<file path="src/rsc_pkg.sv">
// Constants shared by the reset source control block
`default_nettype none
package rsc_pkg;
  // ==========================================================================
  // Register offsets (byte addresses)
  localparam int ADDR_W = 8;
  localparam logic [ADDR_W-1:0] CAUSE_OFS = 8'h00;
  localparam logic [ADDR_W-1:0] CONFIG_OFS = 8'h04;
  localparam logic [ADDR_W-1:0] IRQ_STAT_OFS = 8'h08;
  localparam logic [ADDR_W-1:0] IRQ_MASK_OFS = 8'h0c;
  localparam logic [ADDR_W-1:0] PIN_STAT_OFS = 8'h10;
  // ==========================================================================
  // Cause flag layout, shared by cause, interrupt status and mask registers
  localparam int CAUSE_W = 6;
  localparam int POWER_ON_FLAG_BIT = 0;
  localparam int BROWNOUT_FLAG_BIT = 1;
  localparam int WATCHDOG_FLAG_BIT = 2;
  localparam int SOFTWARE_FLAG_BIT = 3;
  localparam int BREAK_FLAG_BIT = 4;
  localparam int PIN_FLAG_BIT = 5;
  localparam logic [CAUSE_W-1:0] CAUSE_RESET = 6'h03;
  localparam logic [CAUSE_W-1:0] CAUSE_ALL_ONES = 6'h3f;
  localparam logic [CAUSE_W-1:0] CAUSE_NONE = 6'h00;
  // ==========================================================================
  // Config register fields
  localparam int CFG_PIN_ENABLE_BIT = 0;
  localparam int CFG_SW_RESET_BIT = 1;
  localparam logic CFG_PIN_ENABLE_RESET = 1'b1;
  // ==========================================================================
  // Pin status register fields
  localparam int PIN_LEVEL_BIT = 0;
  localparam int PIN_MODE_BIT = 1;
  localparam int PIN_PULLUP_BIT = 2;
  localparam int PIN_POWERUP_BIT = 3;
  // ==========================================================================
  // Bus responses
  localparam logic [1:0] RESP_OKAY = 2'h0;
  localparam logic [1:0] RESP_SLVERR = 2'h2;
endpackage : rsc_pkg
`default_nettype wire

</file>
<file path="src/rsc_reset_source_control.sv">
// Reset source combiner, shared pin control and reset cause record
//
// Added by the designer: the AXI4-Lite slave port and the placing of the registers.
`default_nettype none
module rsc_reset_source_control (
  input wire logic aclk,
  input wire logic aresetn,
  input wire logic [rsc_pkg::ADDR_W-1:0] s_axi_awaddr,
  input wire logic s_axi_awvalid,
  output logic s_axi_awready,
  input wire logic [31:0] s_axi_wdata,
  input wire logic [3:0] s_axi_wstrb,
  input wire logic s_axi_wvalid,
  output logic s_axi_wready,
  output logic [1:0] s_axi_bresp,
  output logic s_axi_bvalid,
  input wire logic s_axi_bready,
  input wire logic [rsc_pkg::ADDR_W-1:0] s_axi_araddr,
  input wire logic s_axi_arvalid,
  output logic s_axi_arready,
  output logic [31:0] s_axi_rdata,
  output logic [1:0] s_axi_rresp,
  output logic s_axi_rvalid,
  input wire logic s_axi_rready,
  input wire logic power_on_detect,
  input wire logic brownout_detect,
  input wire logic watchdog_timeout,
  input wire logic break_detect,
  input wire logic shared_reset_input_pin,
  output logic pin_pullup_en,
  output logic gpio_in_level,
  output logic chip_reset_n,
  output logic irq
);

  // ==========================================================================
  // Declarations
  localparam int NRAW = 4;
  localparam int R_POR = 0;
  localparam int R_BOD = 1;
  localparam int R_WDT = 2;
  localparam int R_BRK = 3;

  logic [NRAW-1:0] raw_vec;
  logic [NRAW-1:0] raw_s1_reg;
  logic [NRAW-1:0] raw_s2_reg;
  logic [NRAW-1:0] raw_prev_reg;
  logic [NRAW-1:0] raw_rise;
  logic pin_s1_reg;
  logic pin_s2_reg;
  logic pin_prev_reg;
  logic pin_active;
  logic gpio_reg;
  logic powerup_reg;
  logic powerup_next;
  logic pin_enable_reg;
  logic pin_mode_reset;
  logic sw_req_reg;
  logic raw_reset;
  logic [1:0] rst_sync_reg;
  logic [rsc_pkg::CAUSE_W-1:0] events;
  logic full_reset_event;
  logic [rsc_pkg::CAUSE_W-1:0] cause_reg;
  logic [rsc_pkg::CAUSE_W-1:0] cause_next;
  logic [rsc_pkg::CAUSE_W-1:0] cause_keep;
  logic [rsc_pkg::CAUSE_W-1:0] irq_stat_reg;
  logic [rsc_pkg::CAUSE_W-1:0] irq_stat_next;
  logic [rsc_pkg::CAUSE_W-1:0] irq_w1c;
  logic [rsc_pkg::CAUSE_W-1:0] irq_mask_reg;
  logic aw_held_reg;
  logic w_held_reg;
  logic [rsc_pkg::ADDR_W-1:0] awaddr_reg;
  logic [31:0] wdata_reg;
  logic wlane0_reg;
  logic bvalid_reg;
  logic [1:0] bresp_reg;
  logic rvalid_reg;
  logic [1:0] rresp_reg;
  logic [31:0] rdata_reg;
  logic do_write;
  logic wr_en;
  logic wr_cause;
  logic wr_config;
  logic wr_irq_stat;
  logic wr_irq_mask;
  logic wr_mapped;
  logic rd_take;
  logic rd_mapped;
  logic [31:0] rd_value;
  logic [31:0] pin_status;

  // ==========================================================================
  // Input synchronisers for asynchronous cause lines and the pin
  assign raw_vec = {break_detect, watchdog_timeout, brownout_detect, power_on_detect};

  always_ff @(posedge aclk)
  begin
    if (!aresetn)
    begin
      raw_s1_reg <= '0;
      raw_s2_reg <= '0;
      raw_prev_reg <= '0;
      pin_s1_reg <= 1'b1;
      pin_s2_reg <= 1'b1;
      pin_prev_reg <= 1'b0;
      gpio_reg <= 1'b1;
    end
    else
    begin
      raw_s1_reg <= raw_vec;
      raw_s2_reg <= raw_s1_reg;
      raw_prev_reg <= raw_s2_reg;
      pin_s1_reg <= shared_reset_input_pin;
      pin_s2_reg <= pin_s1_reg;
      pin_prev_reg <= pin_active;
      gpio_reg <= pin_mode_reset ? 1'b1 : pin_s2_reg; // Input data only in input mode
    end
  end

  // Rising edges of synchronised causes
  assign raw_rise = raw_s2_reg & ~raw_prev_reg;

  // ==========================================================================
  // Pin function selection
  // Power-up phase holds from power-on until the chip leaves reset with power good
  assign powerup_next = raw_s2_reg[R_POR] ? 1'b1 :
                        (chip_reset_n ? 1'b0 : powerup_reg);

  always_ff @(posedge aclk)
  begin
    if (!aresetn)
    begin
      powerup_reg <= 1'b1;
    end
    else
    begin
      powerup_reg <= powerup_next;
    end
  end

  // Enable bit selects mode, power-up overrides it; no other cause does
  assign pin_mode_reset = pin_enable_reg | powerup_reg;
  assign pin_pullup_en = pin_mode_reset;
  assign pin_active = ~pin_s2_reg & pin_mode_reset;
  assign gpio_in_level = gpio_reg;

  // ==========================================================================
  // Chip reset combiner
  // A low pin in reset mode keeps the chip in reset, which the far side must avoid at power-on
  assign raw_reset = power_on_detect | brownout_detect | watchdog_timeout | break_detect |
                     sw_req_reg | (~shared_reset_input_pin & pin_mode_reset);

  // Asserts at once, releases on the second clock edge after all causes drop
  always_ff @(posedge aclk or posedge raw_reset)
  begin
    if (raw_reset)
    begin
      rst_sync_reg <= 2'b00;
    end
    else
    begin
      rst_sync_reg <= {rst_sync_reg[0], 1'b1};
    end
  end

  assign chip_reset_n = rst_sync_reg[1];

  // ==========================================================================
  // Cause events and flag update
  assign events[rsc_pkg::POWER_ON_FLAG_BIT] = raw_rise[R_POR];
  assign events[rsc_pkg::BROWNOUT_FLAG_BIT] = raw_rise[R_BOD];
  assign events[rsc_pkg::WATCHDOG_FLAG_BIT] = raw_rise[R_WDT];
  assign events[rsc_pkg::SOFTWARE_FLAG_BIT] = sw_req_reg;
  assign events[rsc_pkg::BREAK_FLAG_BIT] = raw_rise[R_BRK];
  assign events[rsc_pkg::PIN_FLAG_BIT] = pin_active & ~pin_prev_reg;

  assign full_reset_event = events[rsc_pkg::POWER_ON_FLAG_BIT] | events[rsc_pkg::WATCHDOG_FLAG_BIT];

  // Written zeros clear, written ones keep; a new event wins over the clear
  assign cause_keep = wr_cause ? wdata_reg[rsc_pkg::CAUSE_W-1:0] : rsc_pkg::CAUSE_ALL_ONES;
  assign cause_next = full_reset_event ? rsc_pkg::CAUSE_RESET :
                      ((cause_reg & cause_keep) | events);

  always_ff @(posedge aclk)
  begin
    if (!aresetn)
    begin
      cause_reg <= rsc_pkg::CAUSE_RESET;
    end
    else
    begin
      cause_reg <= cause_next;
    end
  end

  // ==========================================================================
  // Interrupt status, mask and output
  assign irq_w1c = wr_irq_stat ? wdata_reg[rsc_pkg::CAUSE_W-1:0] : rsc_pkg::CAUSE_NONE;
  assign irq_stat_next = (irq_stat_reg & ~irq_w1c) | events;
  assign irq = |(irq_stat_reg & irq_mask_reg);

  always_ff @(posedge aclk)
  begin
    if (!aresetn)
    begin
      irq_stat_reg <= rsc_pkg::CAUSE_NONE;
      irq_mask_reg <= rsc_pkg::CAUSE_NONE;
    end
    else
    begin
      irq_stat_reg <= irq_stat_next;
      if (wr_irq_mask)
      begin
        irq_mask_reg <= wdata_reg[rsc_pkg::CAUSE_W-1:0];
      end
    end
  end

  // ==========================================================================
  // Config register and software reset strobe
  always_ff @(posedge aclk)
  begin
    if (!aresetn)
    begin
      pin_enable_reg <= rsc_pkg::CFG_PIN_ENABLE_RESET;
      sw_req_reg <= 1'b0;
    end
    else
    begin
      if (wr_config)
      begin
        pin_enable_reg <= wdata_reg[rsc_pkg::CFG_PIN_ENABLE_BIT];
      end
      sw_req_reg <= wr_config & wdata_reg[rsc_pkg::CFG_SW_RESET_BIT];
    end
  end

  // ==========================================================================
  // AXI4-Lite write channel: address and data taken in either order
  assign s_axi_awready = ~aw_held_reg & ~bvalid_reg;
  assign s_axi_wready = ~w_held_reg & ~bvalid_reg;
  assign do_write = aw_held_reg & w_held_reg & ~bvalid_reg;
  assign wr_en = do_write & wlane0_reg;
  assign wr_cause = wr_en & (awaddr_reg == rsc_pkg::CAUSE_OFS);
  assign wr_config = wr_en & (awaddr_reg == rsc_pkg::CONFIG_OFS);
  assign wr_irq_stat = wr_en & (awaddr_reg == rsc_pkg::IRQ_STAT_OFS);
  assign wr_irq_mask = wr_en & (awaddr_reg == rsc_pkg::IRQ_MASK_OFS);
  assign wr_mapped = (awaddr_reg == rsc_pkg::CAUSE_OFS) | (awaddr_reg == rsc_pkg::CONFIG_OFS) |
                     (awaddr_reg == rsc_pkg::IRQ_STAT_OFS) | (awaddr_reg == rsc_pkg::IRQ_MASK_OFS);

  always_ff @(posedge aclk)
  begin
    if (!aresetn)
    begin
      aw_held_reg <= 1'b0;
      w_held_reg <= 1'b0;
      awaddr_reg <= '0;
      wdata_reg <= '0;
      wlane0_reg <= 1'b0;
      bvalid_reg <= 1'b0;
      bresp_reg <= rsc_pkg::RESP_OKAY;
    end
    else
    begin
      if (s_axi_awvalid && s_axi_awready)
      begin
        aw_held_reg <= 1'b1;
        awaddr_reg <= s_axi_awaddr;
      end
      if (s_axi_wvalid && s_axi_wready)
      begin
        w_held_reg <= 1'b1;
        wdata_reg <= s_axi_wdata;
        wlane0_reg <= s_axi_wstrb[0];
      end
      if (do_write)
      begin
        aw_held_reg <= 1'b0;
        w_held_reg <= 1'b0;
        bvalid_reg <= 1'b1;
        bresp_reg <= wr_mapped ? rsc_pkg::RESP_OKAY : rsc_pkg::RESP_SLVERR;
      end
      else if (bvalid_reg && s_axi_bready)
      begin
        bvalid_reg <= 1'b0;
      end
    end
  end

  assign s_axi_bvalid = bvalid_reg;
  assign s_axi_bresp = bresp_reg;

  // ==========================================================================
  // AXI4-Lite read channel
  assign s_axi_arready = ~rvalid_reg;
  assign rd_take = s_axi_arvalid & ~rvalid_reg;
  assign pin_status = {28'h0000000, powerup_reg, pin_pullup_en, pin_mode_reset, pin_s2_reg};
  assign rd_mapped = (s_axi_araddr == rsc_pkg::CAUSE_OFS) | (s_axi_araddr == rsc_pkg::CONFIG_OFS) |
                     (s_axi_araddr == rsc_pkg::IRQ_STAT_OFS) | (s_axi_araddr == rsc_pkg::IRQ_MASK_OFS) |
                     (s_axi_araddr == rsc_pkg::PIN_STAT_OFS);
  assign rd_value = (s_axi_araddr == rsc_pkg::CAUSE_OFS) ? {26'h0, cause_reg} :
                    (s_axi_araddr == rsc_pkg::CONFIG_OFS) ? {31'h0, pin_enable_reg} :
                    (s_axi_araddr == rsc_pkg::IRQ_STAT_OFS) ? {26'h0, irq_stat_reg} :
                    (s_axi_araddr == rsc_pkg::IRQ_MASK_OFS) ? {26'h0, irq_mask_reg} :
                    (s_axi_araddr == rsc_pkg::PIN_STAT_OFS) ? pin_status : 32'h00000000;

  always_ff @(posedge aclk)
  begin
    if (!aresetn)
    begin
      rvalid_reg <= 1'b0;
      rresp_reg <= rsc_pkg::RESP_OKAY;
      rdata_reg <= '0;
    end
    else if (rd_take)
    begin
      rvalid_reg <= 1'b1;
      rresp_reg <= rd_mapped ? rsc_pkg::RESP_OKAY : rsc_pkg::RESP_SLVERR;
      rdata_reg <= rd_value;
    end
    else if (rvalid_reg && s_axi_rready)
    begin
      rvalid_reg <= 1'b0;
    end
  end

  assign s_axi_rvalid = rvalid_reg;
  assign s_axi_rresp = rresp_reg;
  assign s_axi_rdata = rdata_reg;

endmodule : rsc_reset_source_control
`default_nettype wire

</file>
<file path="config.mk">
export PLATFORM = sky130hd
export DESIGN_NAME = rsc_reset_source_control
export DESIGN_NICKNAME = d
export VERILOG_FILES = /design/src/rsc_pkg.sv /design/src/rsc_reset_source_control.sv
export SDC_FILE = /design/constraint.sdc
export NUM_CORES = 1
export LEC_CHECK = 0
export BUFFER_PORTS_ARGS = -buffer_cell sky130_fd_sc_hd__buf_2
export CAP_MARGIN = 10
export CORE_ASPECT_RATIO = 1.2
export CORE_MARGIN = 2
export CORE_UTILIZATION = 40
export CTS_CLUSTER_SIZE = 20
export DETAILED_ROUTE_END_ITERATION = 10
export HOLD_SLACK_MARGIN = 0.15
export PLACE_DENSITY = 0.69
export RECOVER_POWER = 100
export SLEW_MARGIN = 0
export SYNTH_ARGS = -nofsm -noshare
export SYNTH_HDL_FRONTEND = slang
export SYNTH_SLANG_ARGS = --single-unit
</file>
<file path="constraint.sdc">
create_clock -name aclk -period 1 [get_ports aclk]
set_input_delay 0.2 -clock aclk [delete_from_list [all_inputs] [get_ports aclk]]
set_output_delay 0.2 -clock aclk [all_outputs]
set_load 0.005 [all_outputs]
</file>
==> results.py, run 1 <==
metrics = {
    "run": {
        "maxCapViolations": 0,
    },
    "sta": {
        "finalCritPeriodShare_pct": 135.0,
        "rsz0062_at_grt": "yes",
        "finalMaxSlewViolations": 0,
        "hold_viol": 0,
        "finClkSkew_ps": 9.497,
        "fin_ws_ps": -350.1,
        "timing.fmax_mhz": 740.7,
        "fin_crit_ps": 1350,
        "finalSetupViolCount": 52,
    },
    "drt": {
        "drt_iter0_drc": 99,
        "vias_per_cell": 4.720,
        "wl_per_cell_um": 12.64,
        "drc": 0,
        "firstDrtPassIters": 4,
        "vias": 2511,
        "wl_um": 6723,
        "ant_nets": 0,
    },
    "critical_path": {
        "slowest_delay_ps": 330,
        "crit_family": "simple AND/OR/NAND/NOR gates",
        "r2r_slack_ps": -350,
        "crit_type": "flip-flop to flip-flop",
        "cp_cell_sequence": "nor4_4 > buf_4 > nand4_1 > buf_6 > o21ai_2 > nand3_1",
        "end_kind": "flip-flop",
        "cpMaxStageDelayCell": "dfxtp_2",
        "critPathRequiredTime_ps": 1220,
        "cp_max_fo": 6,
        "worstPathArrival_ps": 1570,
        "crit_path_start_kind": "flip-flop",
        "path_buf_inv": 2,
    },
    "floorplanning": {
        "rows": 33,
        "die_h_um": 96.90,
        "dieArea_sq_mm": 0.007888,
        "die_w_um": 81.41,
        "start_util_pct": 41.72,
        "ios": 109,
        "coreArea_sq_mm": 0.006895,
    },
    "final_layout": {
        "area_growth_pct": 47.89,
        "final_cells": 532,
        "diodes": 0,
        "drive_above_1_share_pct": 43.37,
        "mostFrequentLayoutCells": "buf_2 (44), dfxtp_1 (43), nand2_1 (35), buf_4 (34), conb_1 (29)",
        "final_common_cell": "buf_2",
        "largest_reg_flops": 8,
        "final_nets": 504,
        "finalInstanceArea_sq_mm": 0.004254,
    },
    "cts": {
        "cts.sink_count": 66,
        "clk_pin_slew_ps": 70,
        "root_buffer": "clkbuf_8",
        "cts_buffers": 9,
        "cts_max_path_buffers": 2,
        "insertion_delay_ps": 340,
        "cts_tree": "yes",
        "ctsHtreeMaxLevel": 3,
    },
    "place": {
        "dpl.hpwl_um": 4467,
        "finalWeightedCongestion": 0.8152,
        "placed_cell_area_sq_mm": 0.003369,
        "placedCellCount": 476,
        "buffer_ports.inserted": 51,
    },
    "yosys": {
        "avgSynthCellArea_sq_um": 9.046,
        "synth_flop_cell": "dfxtp_1",
        "ys_warn_count": 0,
        "syn_inst": 318,
        "syn_area_sq_mm": 0.002877,
        "synth_top_area_cell": "dfxtp_1",
        "ys_async_sr_fraction_pct": 3.030,
        "synth-seq-cells": 66,
        "synth_cell_types": 42,
        "ys_seq_area_share_pct": 46.28,
        "synth.area.top_cells": "dfxtp_1 (45%), buf_4 (7.3%), nand2_1 (6.0%), a21boi_0 (5.2%), mux2i_1 (3.5%)",
        "synth_edf_count": 0,
        "yosysTopAreaCellShare_pct": 44.54,
    },
    "worst_hold_path": {
        "min_path_type": "primary input to flip-flop",
    },
    "power_and_ir_drop": {
        "p_total_w": 0.005896,
        "p_leak_nw": 1.917,
        "max-vdd-ir-drop_uv": 933.9,
        "power.density_mw_per_mm2": 1386,
    },
    "grt": {
        "gr-total-overflow": 0,
        "grt_pass1_wl_um": 10620,
        "grt_max_degree": 29,
        "groute.usage.overall_pct": 17.40,
        "grt_pass1_vias": 2396,
        "antenna_found_initial": 0,
    },
    "outcome": {
        "status": "complete, but fails checks",
        "violations": "negative setup slack",
    },
}
==> layout make-up <==
| cell class | count | area [sq um] |
|---|---|---|
| clock buffer | 15 | 196.4 |
| clock inverter | 1 | 5.005 |
| fill | 553 | 2641 |
| inverter | 7 | 26.28 |
| multi-input combinational | 231 | 1570 |
| sequential | 66 | 1360 |
| tap | 87 | 108.9 |
| timing repair buffer | 125 | 987.2 |
==> cell usage after synthesis, types with 3 or more instances <==
library cell	instances
dfxtp_1	64
nand2_1	46
buf_4	28
a21boi_0	20
o21ai_0	15
and2_1	14
nor2_1	13
nand2b_1	12
nor2b_1	11
clkbuf_1	10
mux2i_1	10
inv_1	7
nor3_1	7
a31oi_1	6
a22oi_1	5
nand3_1	5
a22o_1	4
a21oi_1	3
o211a_1	3
==> power by group <==
part           total [W]  switching (W)  internal [W]
combinational   0.000877       0.000398      0.000479
clock            0.00220       0.000957       0.00124
sequential       0.00282      0.0000836       0.00274
==> per-stage QoR <==
| step | utilization (%) | worst slack (ps) | hold WS [ps] | setup TNS (ps) |
|---|---|---|---|---|
| after global routing | 61.69 | -418.0 | 159.4 | -12580 |
| after detailed placement | 48.87 | -581.7 | 191.7 | -11650 |
| after CTS | 58.70 | -329.0 | 152.6 | -8472 |
| final | 61.69 | -350.1 | 169.0 | -9446 |
| after floorplan | - | -405.6 | 61.14 | -7040 |
| after global placement | 48.87 | -558.3 | 186.3 | -10990 |
==> tightest hold or removal path, stage by stage <==
cell and delay [ps]:
buf_2 80, nor2b_1 40, o21a_1 150
==> final timing paths <==
kind,end,depth (start not counted),from
worst max register to register,cause_reg[1],6,awaddr_reg[4]
worst min register to register,rst_sync_reg[1],0,rst_sync_reg[0]
min in group asynchronous,rst_sync_reg[0],3,watchdog_timeout
worst max-delay path,cause_reg[1],6,awaddr_reg[4]
worst min-delay path,s_axi_bvalid,3,s_axi_bready
max in group asynchronous,rst_sync_reg[1],2,sw_req_reg
==> repair_timing <==
item,CTS,global route
setup buffers,11,10
hold buffers,21,0
gates resized for setup,70,46
endpoints found under the hold margin,23,0
setup endpoints to repair,53,64
pin swaps,25,25
==> logic make-up (layout without fill, tap and decap cells) <==
logic type,Yosys count,after routing,share of synthesized area [%]
AND/OR/NAND/NOR,125,125,22.97
AO/OA/AOI/OAI,65,65,15.83
other,2,29,0.2611
buffers and inverters,48,148,10.40
flip-flops,66,66,46.28
multiplexers,12,12,4.263
==> layer usage <==
| metal | wire, um | part of all wire, % | global-route usage [%] |
|---|---|---|---|
| met5 | 0 | 0 | 0 |
| met4 | 116 | 1.7 | 7.301 |
| met3 | 272 | 4.0 | 4.478 |
| met2 | 3590 | 53 | 30.01 |
| met1 | 2743 | 41 | 19.76 |
Power figures use the tool's default switching activity.
==> inputs of run 2 (changes only) <==
==> constraint.sdc (replaced) <==
create_clock -name aclk -period 1 [get_ports aclk]
set_input_delay 0 -clock aclk [delete_from_list [all_inputs] [get_ports aclk]]
set_output_delay 0 -clock aclk [all_outputs]
set_load 0.005 [all_outputs]
==> results.py, run 2 (same netlist as run 1, synthesis figures left out) <==
metrics = {
    "outcome": {
        "status": "complete, but fails checks",
        "violations": "negative setup slack",
    },
    "floorplanning": {
        "dieArea_sq_mm": 0.007888,
        "start_util_pct": 41.72,
        "ios": 109,
        "coreArea_sq_mm": 0.006895,
        "die_w_um": 81.41,
        "rows": 33,
        "die_h_um": 96.90,
    },
    "final_layout": {
        "mostFrequentLayoutCells": "dfxtp_1 (54), buf_2 (47), nand2_1 (36), buf_4 (32), conb_1 (29)",
        "finalInstanceArea_sq_mm": 0.004089,
        "diodes": 0,
        "area_growth_pct": 42.15,
        "largest_reg_flops": 8,
        "final_nets": 504,
        "final_common_cell": "dfxtp_1",
        "drive_above_1_share_pct": 35.07,
        "final_cells": 529,
        "fill_cells": 578,
    },
    "power_and_ir_drop": {
        "max-vdd-ir-drop_uv": 784.9,
        "internal_power_w": 0.004211,
        "p_leak_nw": 1.850,
        "p_clk_share_pct": 35.5,
        "seqPwrFrac_pct": 50.4,
        "power.density_mw_per_mm2": 1366,
        "p_total_w": 0.005585,
        "pwr-share-comb_pct": 14.1,
        "p_switching_w": 0.001374,
        "swShare_pct": 24.60,
    },
    "place": {
        "buffer_ports.inserted": 51,
        "placedCellCount": 476,
        "dpl.hpwl_um": 4527,
        "finalWeightedCongestion": 0.8256,
        "placed_cell_area_sq_mm": 0.003377,
    },
    "drt": {
        "vias_per_cell": 4.856,
        "drc": 0,
        "drt_iter0_drc": 89,
        "ant_nets": 0,
        "firstDrtPassIters": 4,
        "wl_per_cell_um": 12.65,
        "wl_um": 6692,
        "vias": 2569,
    },
    "sta": {
        "rsz0062_at_grt": "yes",
        "finClkSkew_ps": 3.226,
        "finalMaxSlewViolations": 0,
        "fin_crit_ps": 1371,
        "timing.fmax_mhz": 729.2,
        "fin_ws_ps": -371.4,
        "holdWs_ps": 122.8,
        "hold_viol": 0,
        "finalSetupViolCount": 49,
        "finalCritPeriodShare_pct": 137.1,
    },
    "cts": {
        "clk_pin_slew_ps": 60,
        "insertion_delay_ps": 340,
        "cts_buffers": 9,
        "cts_max_path_buffers": 2,
        "cts.sink_count": 66,
        "root_buffer": "clkbuf_8",
        "cts_tree": "yes",
        "ctsHtreeMaxLevel": 3,
    },
    "grt": {
        "groute.usage.overall_pct": 17.71,
        "gr-total-overflow": 0,
        "antenna_found_initial": 0,
        "grt_max_degree": 27,
        "grt_pass1_wl_um": 10850,
        "grt_pass1_vias": 2466,
    },
    "critical_path": {
        "cp_cell_sequence": "nor4_4 > buf_4 > nand4_1 > o21ai_1 > nand3_1",
        "crit_family": "simple AND/OR/NAND/NOR gates",
        "r2r_cells": 5,
        "crit_start": "awaddr_reg[7]",
        "worstPathArrival_ps": 1600,
        "cp_max_fo": 6,
        "crit_type": "flip-flop to flip-flop",
        "worstReg2RegEnd": "cause_reg[1]",
        "cpMaxStageDelayCell": "dfxtp_2",
        "r2r_start": "awaddr_reg[7]",
        "r2r_slack_ps": -370,
        "slowest_delay_ps": 330,
        "crit_path_start_kind": "flip-flop",
        "end_kind": "flip-flop",
        "path_buf_inv": 1,
        "critPathRequiredTime_ps": 1220,
    },
    "worst_hold_path": {
        "hold_start": "s_axi_araddr[6]",
        "hold_path_end": "s_axi_rdata[4]",
        "min_path_type": "primary input to flip-flop",
        "min_path_cells": 5,
    },
    "run": {
        "maxCapViolations": 0,
    },
}
-- run 2: how the worst max path moves through the flow --
| stage | to | slack (ps) | depth (start not counted) |
|---|---|---|---|
| after floorplan | cause_reg[5] | -320 | 4 |
| final | cause_reg[1] | -370 | 5 |
| after detailed placement | cause_reg[5] | -410 | 5 |
| after global placement | cause_reg[5] | -360 | 5 |
| after CTS | cause_reg[1] | -380 | 5 |
| after global routing | cause_reg[3] | -490 | 5 |
-- run 2: area by class of cell --
| class | count | area, sq um | area share, % |
|---|---|---|---|
| Inverter | 7 | 26.28 | 0.6426 |
| Tap cell | 87 | 108.9 | 2.662 |
| Sequential cell | 66 | 1349 | 32.99 |
| Timing Repair Buffer | 124 | 905.9 | 22.15 |
| Clock buffer | 13 | 168.9 | 4.131 |
| Multi-Input combinational cell | 232 | 1530 | 37.42 |
-- run 2: repair_timing --
item	in CTS	in global routing
hold buffers	29	1
buffers inserted	6	4
pin swaps	32	22
endpoints found under the setup margin	48	63
gates cloned	0	1
hold endpoints to repair	35	4
gates resized for setup	60	21
-- run 2: stage by stage --
| stage | utilization [%] | TNS (ps) | worst slack (ps) |
|---|---|---|---|
| detailed placement | 48.97 | -11120 | -407.9 |
| finish | 59.30 | -7538 | -371.4 |
| CTS | 58.03 | -7594 | -380.6 |
| global placement | 48.97 | -9868 | -359.9 |
| floorplan | - | -5663 | -323.9 |
| global route | 59.30 | -11460 | -493.8 |
-- run 2: layer usage --
| metal | vias up | track usage (%) | share of wire, % |
|---|---|---|---|
| met5 | - | 0 | 0 |
| met3 | 14 | 4.944 | 6.3 |
| met4 | 0 | 8.475 | 1.8 |
| met1 | 1187 | 19.89 | 41 |
| met2 | 92 | 30.01 | 51 |
| li1 | 1276 | - | - |
-- run 2: power by group through the flow --
stage               clock network [W]  registers (W)  logic (W)
floorplan                           0        0.00286   0.000438
global placement                    0        0.00286   0.000583
detailed placement                  0        0.00287   0.000594
CTS                           0.00203        0.00282   0.000752
global route                  0.00214        0.00283   0.000868
finish                        0.00198        0.00282   0.000788
-- run 2: tightest hold or removal path, cell delays in order --
cell      delay [ps]
buf_2             70
or4_4            150
nor3_4            60
nand3_1           80
a21boi_1          50
